[src/common/bsfc_defines.vh]
// Purpose: Shared constants of the buck setpoint and fault control block.
// Assumes: A 40 MHz system clock; voltage levels in units of 0.125 mV.
// Notes:   Times are kept in their own unit; cycle counts are derived in code.
`ifndef BSFC_DEFINES_VH
`define BSFC_DEFINES_VH

// =====================================================================
// Clock and timing
`define BSFC_CLK_PERIOD_NS 25
`define BSFC_CLK_KHZ       40000
`define BSFC_RETRY_MS      10
`define BSFC_PHASE_DLY_NS  100
`define BSFC_RUN_LEN       16
`define BSFC_SLEW_DIV      40

// =====================================================================
// Channel layout and setpoint field widths
`define BSFC_NBUCK         3
`define BSFC_CODE_W        8
`define BSFC_LVL_W         15

// =====================================================================
// Reference ranges in 0.125 mV units
`define BSFC_LO_BASE       15'h12c0
`define BSFC_LO_STEP       15'h004b
`define BSFC_HI_BASE       15'h1900
`define BSFC_HI_STEP       15'h0064

// =====================================================================
// Global fault sequencer states
`define BSFC_ST_RUN        2'h0
`define BSFC_ST_FAULT      2'h1
`define BSFC_ST_RESTART    2'h2

`endif

[src/verilog/bsfc_slew.v]
// Purpose: Slews one buck's active setpoint code toward its selected target.
// Assumes: step_tick is a one-cycle pulse setting the slew rate.
// Notes:   While the buck is off the code follows the target at once.
`timescale 1ns/100ps
module bsfc_slew #(
  parameter CODE_W = 8
) (
  // Clock, reset and enable
  input  wire              clk,
  input  wire              rst_n,
  input  wire              ce,
  // Control
  input  wire              step_tick,
  input  wire              load,
  input  wire [CODE_W-1:0] target,
  // Result
  output wire [CODE_W-1:0] code,
  output wire              busy
);

  reg [CODE_W-1:0] code_q;

  // =====================================================================
  // Ramp one code step per tick toward the target.
  always @(posedge clk) begin
    if (!rst_n) begin
      code_q <= {CODE_W{1'b0}};
    end else if (ce) begin
      if (load) begin
        code_q <= target;
      end else if (step_tick && (code_q < target)) begin
        code_q <= code_q + {{(CODE_W-1){1'b0}}, 1'b1};
      end else if (step_tick && (code_q > target)) begin
        code_q <= code_q - {{(CODE_W-1){1'b0}}, 1'b1};
      end
    end
  end

  assign code = code_q;
  assign busy = (code_q != target);

endmodule

[src/verilog/bsfc_prot.v]
// Purpose: Per-buck current-limit run counters, foldback, gating and short retry.
// Assumes: Comparator inputs are valid when cycle_tick pulses.
// Notes:   Run counters restart on any cycle that breaks the run.
`timescale 1ns/100ps
module bsfc_prot #(
  parameter RUN_LEN      = 16,
  parameter RETRY_CYCLES = 400000
) (
  // Clock, reset and enable
  input  wire clk,
  input  wire rst_n,
  input  wire ce,
  // Comparators and state
  input  wire cycle_tick,
  input  wire warn_cmp,
  input  wire limit_cmp,
  input  wire valley_clear,
  input  wire uv30,
  input  wire in_reg,
  input  wire ss_done,
  input  wire enabled,
  // Results
  output wire warn_live,
  output wire warn_hit,
  output wire oc_hit,
  output wire foldback,
  output wire hs_block,
  output wire short_hit,
  output wire short_off
);

  reg [5:0]  warn_cnt_q;
  reg [5:0]  lim_cnt_q;
  reg        fold_q;
  reg        block_q;
  reg        short_q;
  reg [18:0] retry_q;

  // =====================================================================
  // Consecutive-cycle counters for 75 percent warning and full limit.
  always @(posedge clk) begin
    if (!rst_n) begin
      warn_cnt_q <= 6'h00;
      lim_cnt_q  <= 6'h00;
    end else if (ce && cycle_tick) begin
      if (!warn_cmp) warn_cnt_q <= 6'h00;
      else if (warn_cnt_q < RUN_LEN[5:0]) warn_cnt_q <= warn_cnt_q + 6'h01;
      if (!limit_cmp) lim_cnt_q <= 6'h00;
      else if (lim_cnt_q <= RUN_LEN[5:0]) lim_cnt_q <= lim_cnt_q + 6'h01;
    end
  end

  assign warn_live = (warn_cnt_q == RUN_LEN[5:0]);
  assign warn_hit  = ce && cycle_tick && warn_cmp
                     && (warn_cnt_q == RUN_LEN[5:0] - 6'h01);
  assign oc_hit    = ce && cycle_tick && limit_cmp;

  // =====================================================================
  // Foldback after more than the run length at the limit with output low.
  always @(posedge clk) begin
    if (!rst_n) begin
      fold_q <= 1'b0;
    end else if (ce) begin
      if (ss_done && uv30 && (lim_cnt_q > RUN_LEN[5:0])) fold_q <= 1'b1;
      else if (in_reg) fold_q <= 1'b0;
    end
  end

  // =====================================================================
  // Next high-side turn-on waits until low-side current is under valley.
  always @(posedge clk) begin
    if (!rst_n) begin
      block_q <= 1'b0;
    end else if (ce) begin
      if (limit_cmp) block_q <= 1'b1;
      else if (valley_clear) block_q <= 1'b0;
    end
  end

  // =====================================================================
  // Short shutdown with a timed restart attempt.
  always @(posedge clk) begin
    if (!rst_n) begin
      short_q <= 1'b0;
      retry_q <= 19'h00000;
    end else if (ce) begin
      if (!short_q && enabled && ss_done && uv30) begin
        short_q <= 1'b1;
        retry_q <= RETRY_CYCLES[18:0] - 19'h00001;
      end else if (short_q && (retry_q == 19'h00000)) begin
        short_q <= 1'b0;
      end else if (short_q) begin
        retry_q <= retry_q - 19'h00001;
      end
    end
  end

  assign foldback  = fold_q;
  assign hs_block  = block_q || limit_cmp;
  assign short_hit = ce && !short_q && enabled && ss_done && uv30;
  assign short_off = short_q;

endmodule

[src/verilog/bsfc_top.v]
// Purpose: Setpoint, enable, phase and fault control for three buck regulators.
// Assumes: Settings arrive from the serial register file; pins are synchronous.
// Notes:   Per-buck vectors pack buck 1 in the low field.
`timescale 1ns/100ps
`include "bsfc_defines.vh"
module bsfc_top #(
  parameter NBUCK        = `BSFC_NBUCK,
  parameter CODE_W       = `BSFC_CODE_W,
  parameter LVL_W        = `BSFC_LVL_W,
  parameter RUN_LEN      = `BSFC_RUN_LEN,
  parameter SLEW_DIV     = `BSFC_SLEW_DIV,
  parameter RETRY_CYCLES = `BSFC_RETRY_MS * `BSFC_CLK_KHZ
) (
  // Clock, reset and enable
  input  wire                    sys_clk,
  input  wire                    rst_n,
  input  wire                    clk_en,
  // Host-written settings
  input  wire [NBUCK*CODE_W-1:0] setpoint_normal_code,
  input  wire [NBUCK*CODE_W-1:0] setpoint_scaled_code,
  input  wire [NBUCK-1:0]        regulator_enable_bit,
  input  wire [NBUCK-1:0]        turn_on_delay_select,
  input  wire [NBUCK-1:0]        turn_on_edge_select,
  input  wire [NBUCK*2-1:0]      current_limit_level,
  input  wire [NBUCK-1:0]        overcurrent_mask,
  input  wire [NBUCK-1:0]        current_warning_mask,
  input  wire [NBUCK-1:0]        short_fault_mask,
  input  wire                    status_read,
  // Factory straps
  input  wire [1:0]              reference_range_select,
  input  wire [NBUCK*NBUCK+NBUCK-1:0] factory_config_profile,
  // Pins and master clock level
  input  wire [NBUCK-1:0]        scale_ctrl_n,
  input  wire                    master_clk_level,
  // Analog comparators per buck
  input  wire [NBUCK-1:0]        sw_cycle_tick,
  input  wire [NBUCK-1:0]        warn_cmp,
  input  wire [NBUCK-1:0]        limit_cmp,
  input  wire [NBUCK-1:0]        valley_clear_cmp,
  input  wire [NBUCK-1:0]        uv30_cmp,
  input  wire [NBUCK-1:0]        in_reg_cmp,
  input  wire [NBUCK-1:0]        ss_done,
  // Power stage control
  output wire [NBUCK*LVL_W-1:0]  target_level,
  output wire [NBUCK*2-1:0]      limit_level_out,
  output wire [NBUCK-1:0]        foldback_sel,
  output wire [NBUCK-1:0]        force_pwm,
  output wire [NBUCK-1:0]        buck_run,
  output wire [NBUCK-1:0]        discharge_en,
  output wire [NBUCK-1:0]        hs_turn_on,
  output wire [NBUCK-1:0]        hs_cut,
  // Status and alert
  output wire [NBUCK-1:0]        current_warning_flag,
  output wire [NBUCK-1:0]        overcurrent_flag,
  output wire [NBUCK-1:0]        short_flag,
  output reg                     fault_alert_n,
  output reg                     system_restart
);

  localparam PHASE_CYC = (`BSFC_PHASE_DLY_NS + `BSFC_CLK_PERIOD_NS - 1) / `BSFC_CLK_PERIOD_NS;
  localparam ST_RUN     = `BSFC_ST_RUN;
  localparam ST_FAULT   = `BSFC_ST_FAULT;
  localparam ST_RESTART = `BSFC_ST_RESTART;

  reg  [1:0]               range_q;
  reg  [NBUCK*NBUCK+NBUCK-1:0] profile_q;
  reg                      strap_done_q;
  reg  [7:0]               slew_cnt_q;
  reg                      slew_tick_q;
  reg                      mclk_q;
  reg  [1:0]               gstate_q;
  reg  [18:0]              gtimer_q;
  wire [NBUCK-1:0]         cascade_off;
  wire [NBUCK-1:0]         unmasked_short;
  wire [NBUCK-1:0]         alert_src;
  wire [NBUCK-1:0]         run_now;
  wire                     global_off;

  // =====================================================================
  // Strap capture on the first enabled cycle after reset release.
  always @(posedge sys_clk) begin
    if (!rst_n) begin
      range_q      <= 2'h0;
      profile_q    <= {(NBUCK*NBUCK+NBUCK){1'b0}};
      strap_done_q <= 1'b0;
    end else if (clk_en && !strap_done_q) begin
      range_q      <= reference_range_select;
      profile_q    <= factory_config_profile;
      strap_done_q <= 1'b1;
    end
  end

  // =====================================================================
  // Shared slew-rate tick and master clock edge sampling.
  always @(posedge sys_clk) begin
    if (!rst_n) begin
      slew_cnt_q  <= 8'h00;
      slew_tick_q <= 1'b0;
      mclk_q      <= 1'b0;
    end else if (clk_en) begin
      mclk_q      <= master_clk_level;
      slew_tick_q <= (slew_cnt_q == SLEW_DIV[7:0] - 8'h01);
      if (slew_cnt_q == SLEW_DIV[7:0] - 8'h01) slew_cnt_q <= 8'h00;
      else slew_cnt_q <= slew_cnt_q + 8'h01;
    end
  end

  // =====================================================================
  // Global fault sequencer: all supplies off, then restart after the wait.
  always @(posedge sys_clk) begin
    if (!rst_n) begin
      gstate_q       <= ST_RUN;
      gtimer_q       <= 19'h00000;
      system_restart <= 1'b0;
    end else if (clk_en) begin
      system_restart <= 1'b0;
      case (gstate_q)
        ST_RUN: begin
          if (|unmasked_short) begin
            gstate_q <= ST_FAULT;
            gtimer_q <= RETRY_CYCLES[18:0] - 19'h00001;
          end
        end
        ST_FAULT: begin
          if (gtimer_q == 19'h00000) gstate_q <= ST_RESTART;
          else gtimer_q <= gtimer_q - 19'h00001;
        end
        ST_RESTART: begin
          system_restart <= 1'b1;
          gstate_q       <= ST_RUN;
        end
        default: begin
          gstate_q <= ST_RUN;
        end
      endcase
    end
  end

  assign global_off = (gstate_q != ST_RUN);

  // =====================================================================
  // Alert output is low while any unmasked latched flag stands.
  always @(posedge sys_clk) begin
    if (!rst_n) begin
      fault_alert_n <= 1'b1;
    end else if (clk_en) begin
      fault_alert_n <= ~(|alert_src);
    end
  end

  // =====================================================================
  // Per-buck datapath, gating and status.
  genvar gi;
  genvar ti;
  generate
    for (gi = 0; gi < NBUCK; gi = gi + 1) begin : g_buck
      wire [CODE_W-1:0] sel_code;
      wire [CODE_W-1:0] act_code;
      wire              slew_busy;
      wire              rng_hi;
      wire              w_live;
      wire              w_hit;
      wire              oc_hit;
      wire              fold;
      wire              hs_blk;
      wire              sc_hit;
      wire              sc_off;
      wire              edge_now;
      wire [NBUCK-1:0]  trig_col;
      reg  [LVL_W-1:0]  lvl_q;
      reg  [1:0]        lim_q;
      reg               fold_q;
      reg               pwm_q;
      reg               run_q;
      reg               dis_q;
      reg               hs_q;
      reg               cut_q;
      reg  [PHASE_CYC:0] dly_q;
      reg               warn_q;
      reg               oc_q;
      reg               sc_q;

      // Scaling pin low selects the scaled code.
      assign sel_code = scale_ctrl_n[gi] ? setpoint_normal_code[gi*CODE_W +: CODE_W]
                                         : setpoint_scaled_code[gi*CODE_W +: CODE_W];
      // The third buck has only the high range.
      assign rng_hi = (gi < 2) ? range_q[gi % 2] : 1'b1;

      // Column of the profile: which triggers this buck depends on.
      for (ti = 0; ti < NBUCK; ti = ti + 1) begin : g_trig
        assign trig_col[ti] = profile_q[ti*NBUCK + gi];
      end

      // Dependents drop with a disabled trigger only where the profile says.
      assign cascade_off[gi] = |(trig_col & ~regulator_enable_bit
                                 & profile_q[NBUCK*NBUCK +: NBUCK]);
      assign run_now[gi] = regulator_enable_bit[gi] && !cascade_off[gi]
                           && !sc_off && !global_off;

      bsfc_slew #(
        .CODE_W (CODE_W)
      ) u_slew (
        .clk       (sys_clk),
        .rst_n     (rst_n),
        .ce        (clk_en),
        .step_tick (slew_tick_q),
        .load      (!run_q),
        .target    (sel_code),
        .code      (act_code),
        .busy      (slew_busy)
      );

      bsfc_prot #(
        .RUN_LEN      (RUN_LEN),
        .RETRY_CYCLES (RETRY_CYCLES)
      ) u_prot (
        .clk          (sys_clk),
        .rst_n        (rst_n),
        .ce           (clk_en),
        .cycle_tick   (sw_cycle_tick[gi]),
        .warn_cmp     (warn_cmp[gi]),
        .limit_cmp    (limit_cmp[gi]),
        .valley_clear (valley_clear_cmp[gi]),
        .uv30         (uv30_cmp[gi]),
        .in_reg       (in_reg_cmp[gi]),
        .ss_done      (ss_done[gi]),
        .enabled      (run_q),
        .warn_live    (w_live),
        .warn_hit     (w_hit),
        .oc_hit       (oc_hit),
        .foldback     (fold),
        .hs_block     (hs_blk),
        .short_hit    (sc_hit),
        .short_off    (sc_off)
      );

      // Chosen master clock edge, before the optional delay.
      assign edge_now = turn_on_edge_select[gi] ? (mclk_q && !master_clk_level)
                                                : (!mclk_q && master_clk_level);

      // Target level, limit, foldback, forced switching, run and discharge.
      always @(posedge sys_clk) begin
        if (!rst_n) begin
          lvl_q  <= {LVL_W{1'b0}};
          lim_q  <= 2'h0;
          fold_q <= 1'b0;
          pwm_q  <= 1'b0;
          run_q  <= 1'b0;
          dis_q  <= 1'b1;
        end else if (clk_en) begin
          if (rng_hi) lvl_q <= `BSFC_HI_BASE + {7'h00, act_code} * `BSFC_HI_STEP;
          else lvl_q <= `BSFC_LO_BASE + {7'h00, act_code} * `BSFC_LO_STEP;
          lim_q  <= current_limit_level[gi*2 +: 2];
          fold_q <= fold;
          pwm_q  <= run_q && slew_busy;
          run_q  <= run_now[gi];
          dis_q  <= !run_now[gi];
        end
      end

      // Turn-on pulse with optional fixed delay, gated by the current limit.
      always @(posedge sys_clk) begin
        if (!rst_n) begin
          dly_q <= {(PHASE_CYC+1){1'b0}};
          hs_q  <= 1'b0;
          cut_q <= 1'b0;
        end else if (clk_en) begin
          dly_q <= {dly_q[PHASE_CYC-1:0], edge_now};
          hs_q  <= run_q && !hs_blk
                   && (turn_on_delay_select[gi] ? dly_q[PHASE_CYC-1] : edge_now);
          cut_q <= run_q && limit_cmp[gi];
        end
      end

      // Latched flags: a new event wins over a read; a read clears only once gone.
      always @(posedge sys_clk) begin
        if (!rst_n) begin
          warn_q <= 1'b0;
          oc_q   <= 1'b0;
          sc_q   <= 1'b0;
        end else if (clk_en) begin
          if (w_hit) warn_q <= 1'b1;
          else if (status_read && !w_live) warn_q <= 1'b0;
          if (oc_hit) oc_q <= 1'b1;
          else if (status_read && !limit_cmp[gi]) oc_q <= 1'b0;
          if (sc_hit) sc_q <= 1'b1;
          else if (status_read && !uv30_cmp[gi]) sc_q <= 1'b0;
        end
      end

      assign unmasked_short[gi] = sc_hit && !short_fault_mask[gi] && !overcurrent_mask[gi];
      assign alert_src[gi] = (warn_q && !current_warning_mask[gi] && !overcurrent_mask[gi])
                             || (oc_q && !overcurrent_mask[gi])
                             || (sc_q && !short_fault_mask[gi]);

      assign target_level[gi*LVL_W +: LVL_W] = lvl_q;
      assign limit_level_out[gi*2 +: 2]      = lim_q;
      assign foldback_sel[gi]                = fold_q;
      assign force_pwm[gi]                   = pwm_q;
      assign buck_run[gi]                    = run_q;
      assign discharge_en[gi]                = dis_q;
      assign hs_turn_on[gi]                  = hs_q;
      assign hs_cut[gi]                      = cut_q;
      assign current_warning_flag[gi]        = warn_q;
      assign overcurrent_flag[gi]            = oc_q;
      assign short_flag[gi]                  = sc_q;
    end
  endgenerate

endmodule

[config.mk]
export PLATFORM = sky130hd
export DESIGN_NAME = bsfc_top
export DESIGN_NICKNAME = d
export VERILOG_FILES = /design/src/verilog/bsfc_slew.v /design/src/verilog/bsfc_prot.v /design/src/verilog/bsfc_top.v
export VERILOG_INCLUDE_DIRS = /design/src /design/src/common
export SDC_FILE = /design/constraint.sdc
export NUM_CORES = 1
export LEC_CHECK = 0
export BUFFER_PORTS_ARGS = -buffer_cell sky130_fd_sc_hd__buf_2
export CORE_ASPECT_RATIO = 1.2
export CORE_UTILIZATION = 41
export DETAILED_ROUTE_END_ITERATION = 8
export PLACE_DENSITY = 0.6
export SLEW_MARGIN = 25
export SYNTH_ARGS = -nofsm -noshare
export SYNTH_HDL_FRONTEND = slang
export SYNTH_SLANG_ARGS = --single-unit
[constraint.sdc]
create_clock -name sys_clk -period 3.5 [get_ports sys_clk]
set_input_delay 0.35 -clock sys_clk [delete_from_list [all_inputs] [get_ports sys_clk]]
set_output_delay 0.35 -clock sys_clk [all_outputs]
set_load 0.01 [all_outputs]
* After elaboration in Yosys (flattened, before gate mapping)
Cells that the tools add are included.
** Storage, ports and cells
- Flip-flop bits (word level) :: 264
- Bits of input ports :: 115
** Operators by class
- $add $sub $neg :: 22
- Multipliers :: 5
- $lt $le $gt $ge :: 15
- Equality and inequality tests :: 27
- Mux-type cells :: 85
- Bitwise operators :: 8
- Reductions and logical operators :: 207
** Operator list (number)
- 19-bit two-way mux :: 11
- 8-bit two-way mux :: 13
- 1-bit logical AND :: 99
- 19-bit logical NOT :: 4
- 19-bit by 1-bit subtractor with 19-bit output, second input constant :: 4
- 13-bit by 15-bit adder with 15-bit output, first input constant :: 5
- 6-bit two-way mux :: 12
- 2-bit AND reduction :: 27
- 2-bit nonzero test :: 23
- 1-bit two-way mux :: 43
- 8-bit by 5-bit multiplier with 13-bit output, second input constant :: 3
- 19-bit case mux with 2 select lines :: 1
- 6-bit by 1-bit adder with 6-bit output, second input constant :: 6
- 1-bit logical NOT :: 34
- 8-bit by 1-bit adder with 8-bit output, second input constant :: 4
- 8-bit by 7-bit multiplier with 15-bit output, second input constant :: 2
- 15-bit two-way mux :: 2
- 8-bit > comparator :: 3
- 8-bit less-than comparator :: 3
- 8-bit != test :: 3
- 8-bit by 1-bit subtractor with 8-bit output, second input constant :: 3
- 3-bit AND :: 6
- 6-bit by 4-bit == test with 1-bit output, second input constant :: 3
- 6-bit by 5-bit == test with 1-bit output, second input constant :: 3
- other kinds (18) :: 52

* Logic depth before layout (Yosys ltp)
Gate-level depths: netlist of the first run.
- Depth after elaboration :: 10
- Mapped depth :: 16
- Depth with buffers taken out :: 16

* By module
Synthesis of the first run repeated with hierarchy kept, for this count alone.
** Unflattened totals
- Cells, all modules :: 2083
- Area, all modules :: 18184.9 um^2
** Modules (own cells, without submodules)
- bsfc_top :: instances 1, cells each 1156, area an instance 10152.2 um^2, seq. area each 2662.6 um^2
- bsfc_prot :: instances 3, cells each 199, area an instance 1771.7 um^2, seq. area each 680.7 um^2
- bsfc_slew :: instances 3, cells each 110, area an instance 905.9 um^2, seq. area each 160.2 um^2

* Least setup slack after synthesis of the first run
Ideal clock, no wire load.
- Kind :: reg-to-reg
- From :: register g_buck[0].u_slew.code_q[0]
- To :: register g_buck[0].lvl_q[13]
- Library setup time :: 0.086 ns
- Arrival :: 3.726 ns
- Setup slack :: -0.311 ns
- Stages on the path, launching flop included :: 14
- Path buffers :: 0
- Clock period less this slack :: 3.811 ns
- Path through :: dfxtp_1 -> inv_1 -> fa_1 -> fa_1 -> fa_1 -> inv_1 -> ha_1 -> nand3_1 -> o211ai_1 -> o41ai_1 -> o21ai_0 -> xor2_1 -> mux2i_1 -> a211oi_1
** Between the ends
- Longest elaborated chain between the ends :: 3
- Elaborated cells between the ends (all ways) :: 5
- Classes of those cells :: add/sub: 2; mul: 2; mux: 1
** RTL lines
- start: declaration :: line bsfc_slew.v:21 : reg [CODE_W-1:0] code_q;
- start signal: assignment :: line bsfc_slew.v:27 : code_q <= {CODE_W{1'b0}};
- start signal: assignment :: line bsfc_slew.v:30 : code_q <= target;
- start signal: assignment :: line bsfc_slew.v:32 : code_q <= code_q + {{(CODE_W-1){1'b0}}, 1'b1};
- 8-bit by 7-bit multiplier with 15-bit output (no source line) / 8-bit by 5-bit multiplier with 13-bit output (equally long branches)
- 13-bit by 15-bit adder with 15-bit output (no source line)
- 15-bit two-way mux (*) :: line bsfc_top.v:251 : if (rng_hi) lvl_q <= `BSFC_HI_BASE + {7'h00, act_code} * `BSFC_HI_STEP;
- end signal: assignment :: line bsfc_top.v:244 : lvl_q <= {LVL_W{1'b0}};
- end signal: assignment :: line bsfc_top.v:251
- end signal: assignment :: line bsfc_top.v:252 : else lvl_q <= `BSFC_LO_BASE + {7'h00, act_code} * `BSFC_LO_STEP;
- end: declaration :: line bsfc_top.v:170 : reg [LVL_W-1:0] lvl_q;
Mark *: on every way between the ends. The rest lies on a longest branch, timed or not.
A chain may end at the register's enable or synchronous reset.

* Worst setup path after layout of the first run
- From :: register g_buck[1].u_slew.code_q[4]
- To :: register g_buck[1].lvl_q[12]
** Between the ends
- Longest elaborated chain between the ends :: 3
- Elaborated cells between the ends (all ways) :: 5
- Classes of those cells :: add/sub: 2; mul: 2; mux: 1
** RTL lines (line)
- start: declaration :: bsfc_slew.v:21
- start signal: assignment :: bsfc_slew.v:27
- start signal: assignment :: bsfc_slew.v:30
- start signal: assignment :: bsfc_slew.v:32
- 8-bit by 7-bit multiplier with 15-bit output (no source line) / 8-bit by 5-bit multiplier with 13-bit output (equally long branches)
- 13-bit by 15-bit adder with 15-bit output (no source line)
- 15-bit two-way mux (*) :: bsfc_top.v:251
- end signal: assignment :: bsfc_top.v:244
- end signal: assignment :: bsfc_top.v:251
- end signal: assignment :: bsfc_top.v:252
- end: declaration :: bsfc_top.v:170
Marked as above.

==> impl_metrics.tcl, run 1 <==
set metrics [dict create \
    tightestPinTransition_ns 0.928 \
    pwr_density_cell_nw_per_um2 471 \
    arrival_ns 3.94 \
    clock_path_buffers 3 \
    cts_sinks 259 \
    port_buffers 189 \
    area_delta_synth_final_pct 22.4 \
    ir_drop_v 0.000381 \
    design_area_sq_um 21000 \
    p_switching_w 0.00330 \
    ff2ff_path_depth 17 \
    path_class "reg2reg" \
    max_slew_margin_pct 38.2 \
    crit_fanout 6 \
    violations "negative setup slack" \
    min_path_type "in2reg" \
    dpl.cell_count 2749 \
    start_util_pct 41.8 \
    ant_nets 0 \
    ys.flop_type "dfxtp_1" \
    grt_start_max_net_pins 111 \
    synth.avg_cell_area_sq_um 8.58 \
    stdcell_count 2829 \
    whs_path_depth 3 \
    drive_above_1_share_pct 21.7 \
    core_area_sq_um 41000 \
    startpoint_type "flop" \
    grt_pass1_vias 14700 \
    ys_ff_latch 259 \
    drt_wl_total_um 45300 \
    combPwrFrac_pct 34.6 \
    fillers 3855 \
    path_cells "ha_4, inv_2, fa_1, inv_2, ha_4, inv_2, fa_1, inv_2, ha_4, o21ai_2, o21ai_1, nand4_1, buf_4, nand3b_1, xor2_1, mux2i_1, a21oi_1" \
    pwr-share-clk_pct 32.4 \
    clk_pin_slew_ns 0.06 \
    antenna_found_initial 2 \
    critPathTopFamily "adder cells" \
    maxSlewViolCount 0 \
    vias 15100 \
    cp_slowest_cell "fa_1" \
    setup_viol 2 \
    firstDrtPassIters 5 \
    clock.fmax_mhz 285 \
    grt_first_pass_wirelength_um 72500 \
    gp_congestion 0.844 \
    p_leak_nw 9.50 \
    syn_area_sq_um 17200 \
    cts_max_level 1 \
    final_nets 2629 \
    worst_ep_required_time_ns 3.93 \
    synth_async_sr_flop_share_pct 0 \
    die_w_um 189 \
    maxCapViolations 0 \
    fp-row-count 81 \
    rsz0062_at_grt "yes" \
    die_h_um 226 \
    place_hpwl_um 33600 \
    grt-ovfl-total 0 \
    viasPerCell 5.33 \
    synth_edf_count 0 \
    fin_ws_ns -0.0136 \
    period_needed_ns 3.51 \
    drc 0 \
    path_depth 17 \
    cts-root-buf "clkbuf_16" \
    pin_count 195 \
    end_kind "flop" \
    sw_frac_of_total_pct 33.4 \
    numCtsBuffers 30 \
    postPlaceCellArea_sq_um 19300 \
    crit_buf_inv 5 \
    yosys_warnings 0 \
    cpMostUsedCell "inv_2" \
    hold_viol_final 0 \
    die_area_sq_um 42700 \
    yosysUniqueCellTypes 69 \
    max_stage_delay_ns 0.55 \
    fin_hold_ws_ns 0.0550 \
    cts_tree "done" \
    fin_crit_sh_pct 100 \
    ys_seq_area_share_pct 30.2 \
    status "finished with violations" \
    drtIter0Drc 743 \
    insertion_delay_ns 0.58 \
    synthCells 1999 \
    avgRoutedWirePerCell_um 16.0 \
    place_ws_ns -0.187 \
    intPower_w 0.00658 \
    p_seq_share_pct 33.0 \
    skew_ns 0.0106 \
    track_usage_pct 20.7 \
]
==> per-stage QoR <==
| stage | power [W] | TNS, ns | util [%] |
|---|---|---|---|
| CTS | 0.00979 | -0.0418 | 50.3 |
| floorplan | 0.00535 | -0.0485 | - |
| global placement | 0.00632 | -0.998 | 47.0 |
| detailed placement | 0.00637 | -1.66 | 47.0 |
| finish | 0.00988 | -0.0269 | 51.2 |
| global route | 0.0105 | -0.905 | 51.2 |
==> area by class of cell <==
cell class              count  area [sq um]  area share [%]
well taps                 539           674            3.21
clock inverters            15           168           0.798
inverters                 122           463            2.20
flip-flops and latches    259          5220            24.8
multi-input cells        1519         11500            54.8
diodes                      1          2.50          0.0119
clock buffers              40           848            4.04
repair buffers            334          2110            10.1
==> metal layers <==
metal	routed length [um]	track usage, %	vias up
met5	9	0	-
met4	1370	7.23	2
met3	1720	2.70	79
met2	23000	37.8	279
met1	19100	24.6	7176
li1	-	-	7543
==> cell families after synthesis <==
family	synth area share, %
flops	30.2
buf+inv	5.58
compound gates	16.5
mux	4.03
xor+xnor	7.66
fa+ha+maj	19.6
other cells	0.0219
simple gates	16.4
==> power by group through the flow <==
stage          clock network, W  registers (W)  logic, W
2_1_floorplan                 0        0.00335   0.00200
3_3_place_gp                  0        0.00331   0.00300
3_5_place_dp                  0        0.00332   0.00306
4_1_cts                 0.00329        0.00326   0.00324
5_1_grt                 0.00341        0.00328   0.00381
6_report                0.00321        0.00326   0.00342
==> placed cells by master (no fill, tap or decap), drive strengths merged, types with 8 or more instances in the layout <==
master       Yosys  layout
o21ai           76      76
nor4            14      14
and3            18      18
nand3           48      48
a31oi           11      11
or4             11      11
o2111ai         13      13
and2             9       9
a21o            14      14
dlygate4sd3      0      16
a21oi          185     185
nor2           244     244
nor3            42      42
xor2            86      86
or2              9       9
inv            122     124
ha             214     214
nor2b           14      14
nand2b          10      10
mux2i           59      59
buf             42     318
o21bai          11      11
o211ai          11      11
clkinv           0       8
nand2          126     126
dfxtp          259     259
fa              34      34
o21a            13      13
xnor2           64      64
or3             15      15
nand4           13      13
a211oi          47      47
clkbuf          58      40
mux2             9       9
==> what timing repair did <==
action	in CTS	in global routing
buffers inserted	5	4
pin swaps	28	43
gates resized for setup	31	69
endpoints found under the setup margin	9	16
hold buffers	16	0
endpoints found under the hold margin	16	0
==> sequential cells by signal (all words and copies together) (netlist names), 6 cells and up <==
register and cells:
g_buck.dly_q 12, g_buck.lim_q 6, g_buck.lvl_q 43, g_buck.u_prot.lim_cnt_q 18, g_buck.u_prot.retry_q 57, g_buck.u_prot.warn_cnt_q 18, g_buck.u_slew.code 24, gtimer_q 19
profile_q 9, slew_cnt_q 8
==> cell usage after synthesis, drive strengths merged, types with 10 or more instances <==
library cell | n | share of area, %
nand2b | 10 | 0.36
or4 | 11 | 0.50
o21bai | 11 | 0.48
and3 | 18 | 0.66
nor2 | 244 | 5.3
a21oi | 185 | 5.4
o2111ai | 13 | 0.66
o21ai | 76 | 2.2
ha | 214 | 16
nand3 | 48 | 1.4
a31oi | 11 | 0.40
nor3 | 42 | 1.2
a21o | 14 | 0.61
dfxtp | 259 | 30
nor4 | 14 | 0.62
clkbuf | 58 | 1.3
o21a | 13 | 0.57
nand2 | 126 | 2.8
xnor2 | 64 | 3.3
nor2b | 14 | 0.51
fa | 34 | 4.0
a211oi | 47 | 2.1
inv | 122 | 2.7
o211ai | 11 | 0.51
nand4 | 13 | 0.47
mux2i | 59 | 3.4
or3 | 15 | 0.55
buf | 42 | 1.6
xor2 | 86 | 4.4
==> worst register-to-register path, delay by kind of cell, from the launching register on <==
family / cells / cell delay [ns]
and+or+nand+nor: 2 / 0.25
adders and majority gates: 5 / 1.76
DFF: 1 / 0.40
muxes: 1 / 0.19
buffers and inverters: 5 / 0.33
xor gates and xnor gates: 1 / 0.06
AOI/OAI and AO/OA: 3 / 0.36
==> final timing paths <==
kind | slack [ns] | from | endpoint
setup reg to reg | -0.01 | g_buck[1].u_slew.code[4]$_SDFFE_PN0P_ | g_buck[1].lvl_q[12]$_SDFFE_PN0P_
hold / removal | 0.05 | master_clk_level | mclk_q$_SDFFE_PN0P_
hold reg to reg | 0.46 | g_buck[0].u_prot.retry_q[18]$_SDFFE_PN0P_ | g_buck[0].u_prot.retry_q[18]$_SDFFE_PN0P_
setup / recovery | -0.01 | g_buck[1].u_slew.code[4]$_SDFFE_PN0P_ | g_buck[1].lvl_q[12]$_SDFFE_PN0P_
(Power assumes the default switching activity.)
==> run 2, diff against run 1 <==
--- a/config.mk
+++ b/config.mk
@@ -6,11 +6,13 @@
 export SDC_FILE = /design/constraint.sdc
 export NUM_CORES = 1
 export LEC_CHECK = 0
+export ABC_AREA = 1
 export BUFFER_PORTS_ARGS = -buffer_cell sky130_fd_sc_hd__buf_2
 export CORE_ASPECT_RATIO = 1.2
 export CORE_UTILIZATION = 41
 export DETAILED_ROUTE_END_ITERATION = 8
-export PLACE_DENSITY = 0.6
+export HOLD_SLACK_MARGIN = 0.03
+export PLACE_DENSITY = 0.59
 export SLEW_MARGIN = 25
 export SYNTH_ARGS = -nofsm -noshare
 export SYNTH_HDL_FRONTEND = slang
==> run 2 against run 1 <==
  * The run now ends clean
  * Highest routed layer is now met4
  * Via count increased by 18%
  * Final cell count is 23% higher
  * Combinational power decreased by 7.0%
  * Design area grew 2.9%
  * Largest cell class unchanged
  * Sequential cell count unchanged
==> impl_metrics.tcl, run 2 <==
set metrics [dict create \
    worst_ep_required_time_ns 3.99 \
    crit_start "g_buck[1].u_slew.code[5]$_SDFFE_PN0P_" \
    drive_above_1_share_pct 12.3 \
    numCtsBuffers 31 \
    startpoint_type "flop" \
    synthCells 2667 \
    fin_crit_sh_pct 94.0 \
    insertion_delay_ns 0.59 \
    synth.top_cell.area_share_pct 27.8 \
    max_slew_margin_pct 46.9 \
    cts-root-buf "clkbuf_16" \
    die_h_um 236 \
    syn_area_sq_um 18600 \
    synthTopCellsByCount "nand2_1 (541), nor2_1 (297), inv_1 (285)" \
    maxCapViolations 0 \
    cp_slowest_cell "fa_1" \
    fin_hold_ws_ns 0.0647 \
    path_class "reg2reg" \
    cts_tree "done" \
    yosys.cell_count.top_type "nand2_1" \
    reg2reg_slack_ns 0.21 \
    core_area_sq_um 44900 \
    grt_start_max_net_pins 56 \
    critPathTopFamily "adder cells" \
    hold_viol_final 0 \
    firstDrtPassIters 5 \
    clock.fmax_mhz 304 \
    grt_pass1_vias 17300 \
    yosysTopAreaCell "dfxtp_1" \
    ys.flop_type "dfxtp_1" \
    yosysUniqueCellTypes 47 \
    arrival_ns 3.78 \
    antenna_found_initial 0 \
    largest_register "g_buck.u_prot.retry_q" \
    synth.avg_cell_area_sq_um 6.99 \
    ys_ff_latch 259 \
    max_stage_delay_ns 0.53 \
    ys_seq_area_share_pct 27.8 \
    ff2ff_path_depth 20 \
    pin_count 195 \
    fp-row-count 85 \
    avgRoutedWirePerCell_um 14.5 \
    crit_end "g_buck[1].lvl_q[13]$_SDFFE_PN0P_" \
    gp_congestion 0.914 \
    port_buffers 189 \
    end_kind "flop" \
    r2r_end "g_buck[1].lvl_q[13]$_SDFFE_PN0P_" \
    die_w_um 197 \
    n_antenna_cell 0 \
    whs_path_depth 3 \
    skew_ns 0.0117 \
    start_util_pct 41.5 \
    post_cts_buffers 0 \
    pwr_density_cell_nw_per_um2 465 \
    track_usage_pct 21.7 \
    area_delta_synth_final_pct 16.0 \
    grt-ovfl-total 0 \
    postLayoutCoreUtil_pct 48.2 \
    p_total_w 0.0101 \
    drc 0 \
    vias 17800 \
    min_path_type "in2reg" \
    grt_first_pass_wirelength_um 83100 \
    synth_async_sr_flop_share_pct 0 \
    setup_viol 0 \
    period_needed_ns 3.29 \
    maxSlewViolCount 0 \
    ir_drop_v 0.000421 \
    synth.area.top_cells "dfxtp_1 (28%), ha_1 (14%), nand2_1 (11%), a21oi_1 (7.1%), nor2_1 (6.0%)" \
    final_nets 3216 \
    crit_fanout 4 \
    cts_sinks 259 \
    final_common_cell "nand2_1" \
    clk_pin_slew_ns 0.06 \
    p_leak_nw 10.8 \
    drtIter0Drc 850 \
    path_cells "buf_4, inv_1, fa_1, inv_1, ha_1, inv_1, fa_1, inv_1, ha_1, nand2_1, nand2_1, nand2_1, nand2_1, nand2_1, nand2_1, nand2_1, nand3_1, nand3_1, nand2_1, inv_1" \
    tightestPinTransition_ns 0.793 \
    viasPerCell 5.10 \
    drt_wl_total_um 50500 \
    yosys_warnings 0 \
    crit_buf_inv 6 \
    path_depth 20 \
    die_area_sq_um 46300 \
    status "finished clean" \
    fillers 4534 \
    regToRegStartpoint "g_buck[1].u_slew.code[5]$_SDFFE_PN0P_" \
    place_hpwl_um 38000 \
    largest_register_ffs 57 \
    cts_max_level 1 \
    final_cell_mix "nand2_1 (541), nor2_1 (296), inv_1 (285)" \
    clock_path_buffers 3 \
    cpMostUsedCell "nand2_1" \
    ant_nets 0 \
    synth_edf_count 0 \
]
## run 2: cell count changes in the layout (fill, tap and decap cells not counted), sizes merged, moves of 14 or more
cell	change
or3	-15
inv	+168
mux2i	-35
xor2	-41
nand4	+20
o21ai	+107
a21oi	+81
nor2b	-14
a211oi	-40
nand3	+132
xnor2	-43
nand2	+418
buf	-75
nor2	+57
## run 2: layer usage
metal	track usage, %	vias to the layer above	wire (um)	part of all wire (%)
met2	38.8	335	24500	49
met4	6.34	0	1220	2.4
met5	0	-	0	0
li1	-	9168	-	-
met1	26.7	8196	22700	45
met3	3.02	84	2060	4.1
## run 2: how the worst min path moves through the flow
stage / start / endpoint / slack [ns]
after CTS: reference_range_select[0] / range_q[0]$_SDFFE_PN0P_ / 0.04
after global placement: g_buck[1].u_prot.lim_cnt_q[5]$_SDFFE_PN0P_ / g_buck[1].u_prot.lim_cnt_q[5]$_SDFFE_PN0P_ / 0.43
after detailed placement: g_buck[1].u_prot.lim_cnt_q[5]$_SDFFE_PN0P_ / g_buck[1].u_prot.lim_cnt_q[5]$_SDFFE_PN0P_ / 0.43
after global routing: valley_clear_cmp[1] / g_buck[1].u_prot.block_q$_SDFFE_PN0P_ / 0.09
final: reference_range_select[0] / range_q[0]$_SDFFE_PN0P_ / 0.06
after floorplan: g_buck[0].u_prot.lim_cnt_q[5]$_SDFFE_PN0P_ / g_buck[0].u_prot.lim_cnt_q[5]$_SDFFE_PN0P_ / 0.42
## run 2: repair_timing
action,4_1_cts,5_1_grt
setup endpoints to repair,0,13
gates resized for setup,0,24
hold buffers,21,0
endpoints found under the hold margin,21,0
## run 2: power breakdown
group	internal, W	leakage [nW]	switching [W]
combinational	0.00128	8.15	0.00190
sequential	0.00313	2.12	0.000144
clock	0.00226	0.554	0.00134
## run 2: final cells by class
| type | instances | area, sq um | share of cell area, % |
|---|---|---|---|
| clock buffer | 48 | 930 | 4.30 |
| clock inverter | 10 | 210 | 0.973 |
| inverter | 292 | 1100 | 5.09 |
| multi-input combinational | 2005 | 11900 | 54.8 |
| sequential | 259 | 5190 | 24.0 |
| tap | 609 | 762 | 3.53 |
| timing repair buffer | 264 | 1570 | 7.25 |
## run 2: logic make-up after synthesis
family	synth area share (%)
xor gates and xnor gates	3.10
DFF	27.8
other	0.0201
muxes	1.47
buffers and inverters	8.94
and+or+nand+nor	26.4
AOI/OAI and AO/OA	14.2
adders and majority gates	18.0
## run 2: stage by stage
step / instance area [sq um] / instances / setup slack [ns] / TNS, ns
finish: 21600 / 3487 / 0.210 / 0
global route: 21600 / 3487 / -0.00460 / -0.00460
CTS: 21500 / 3487 / 0.0516 / 0
detailed placement: 20200 / 3408 / 0.0680 / 0
global placement: 20200 / 3408 / 0.0630 / 0
floorplan: 18600 / 2668 / 0.0182 / 0
## run 2: worst min-delay path: cells and delay by family
kind	cells	cell delay [ns]
compound gates	2	0.18
buf+inv	1	0.07
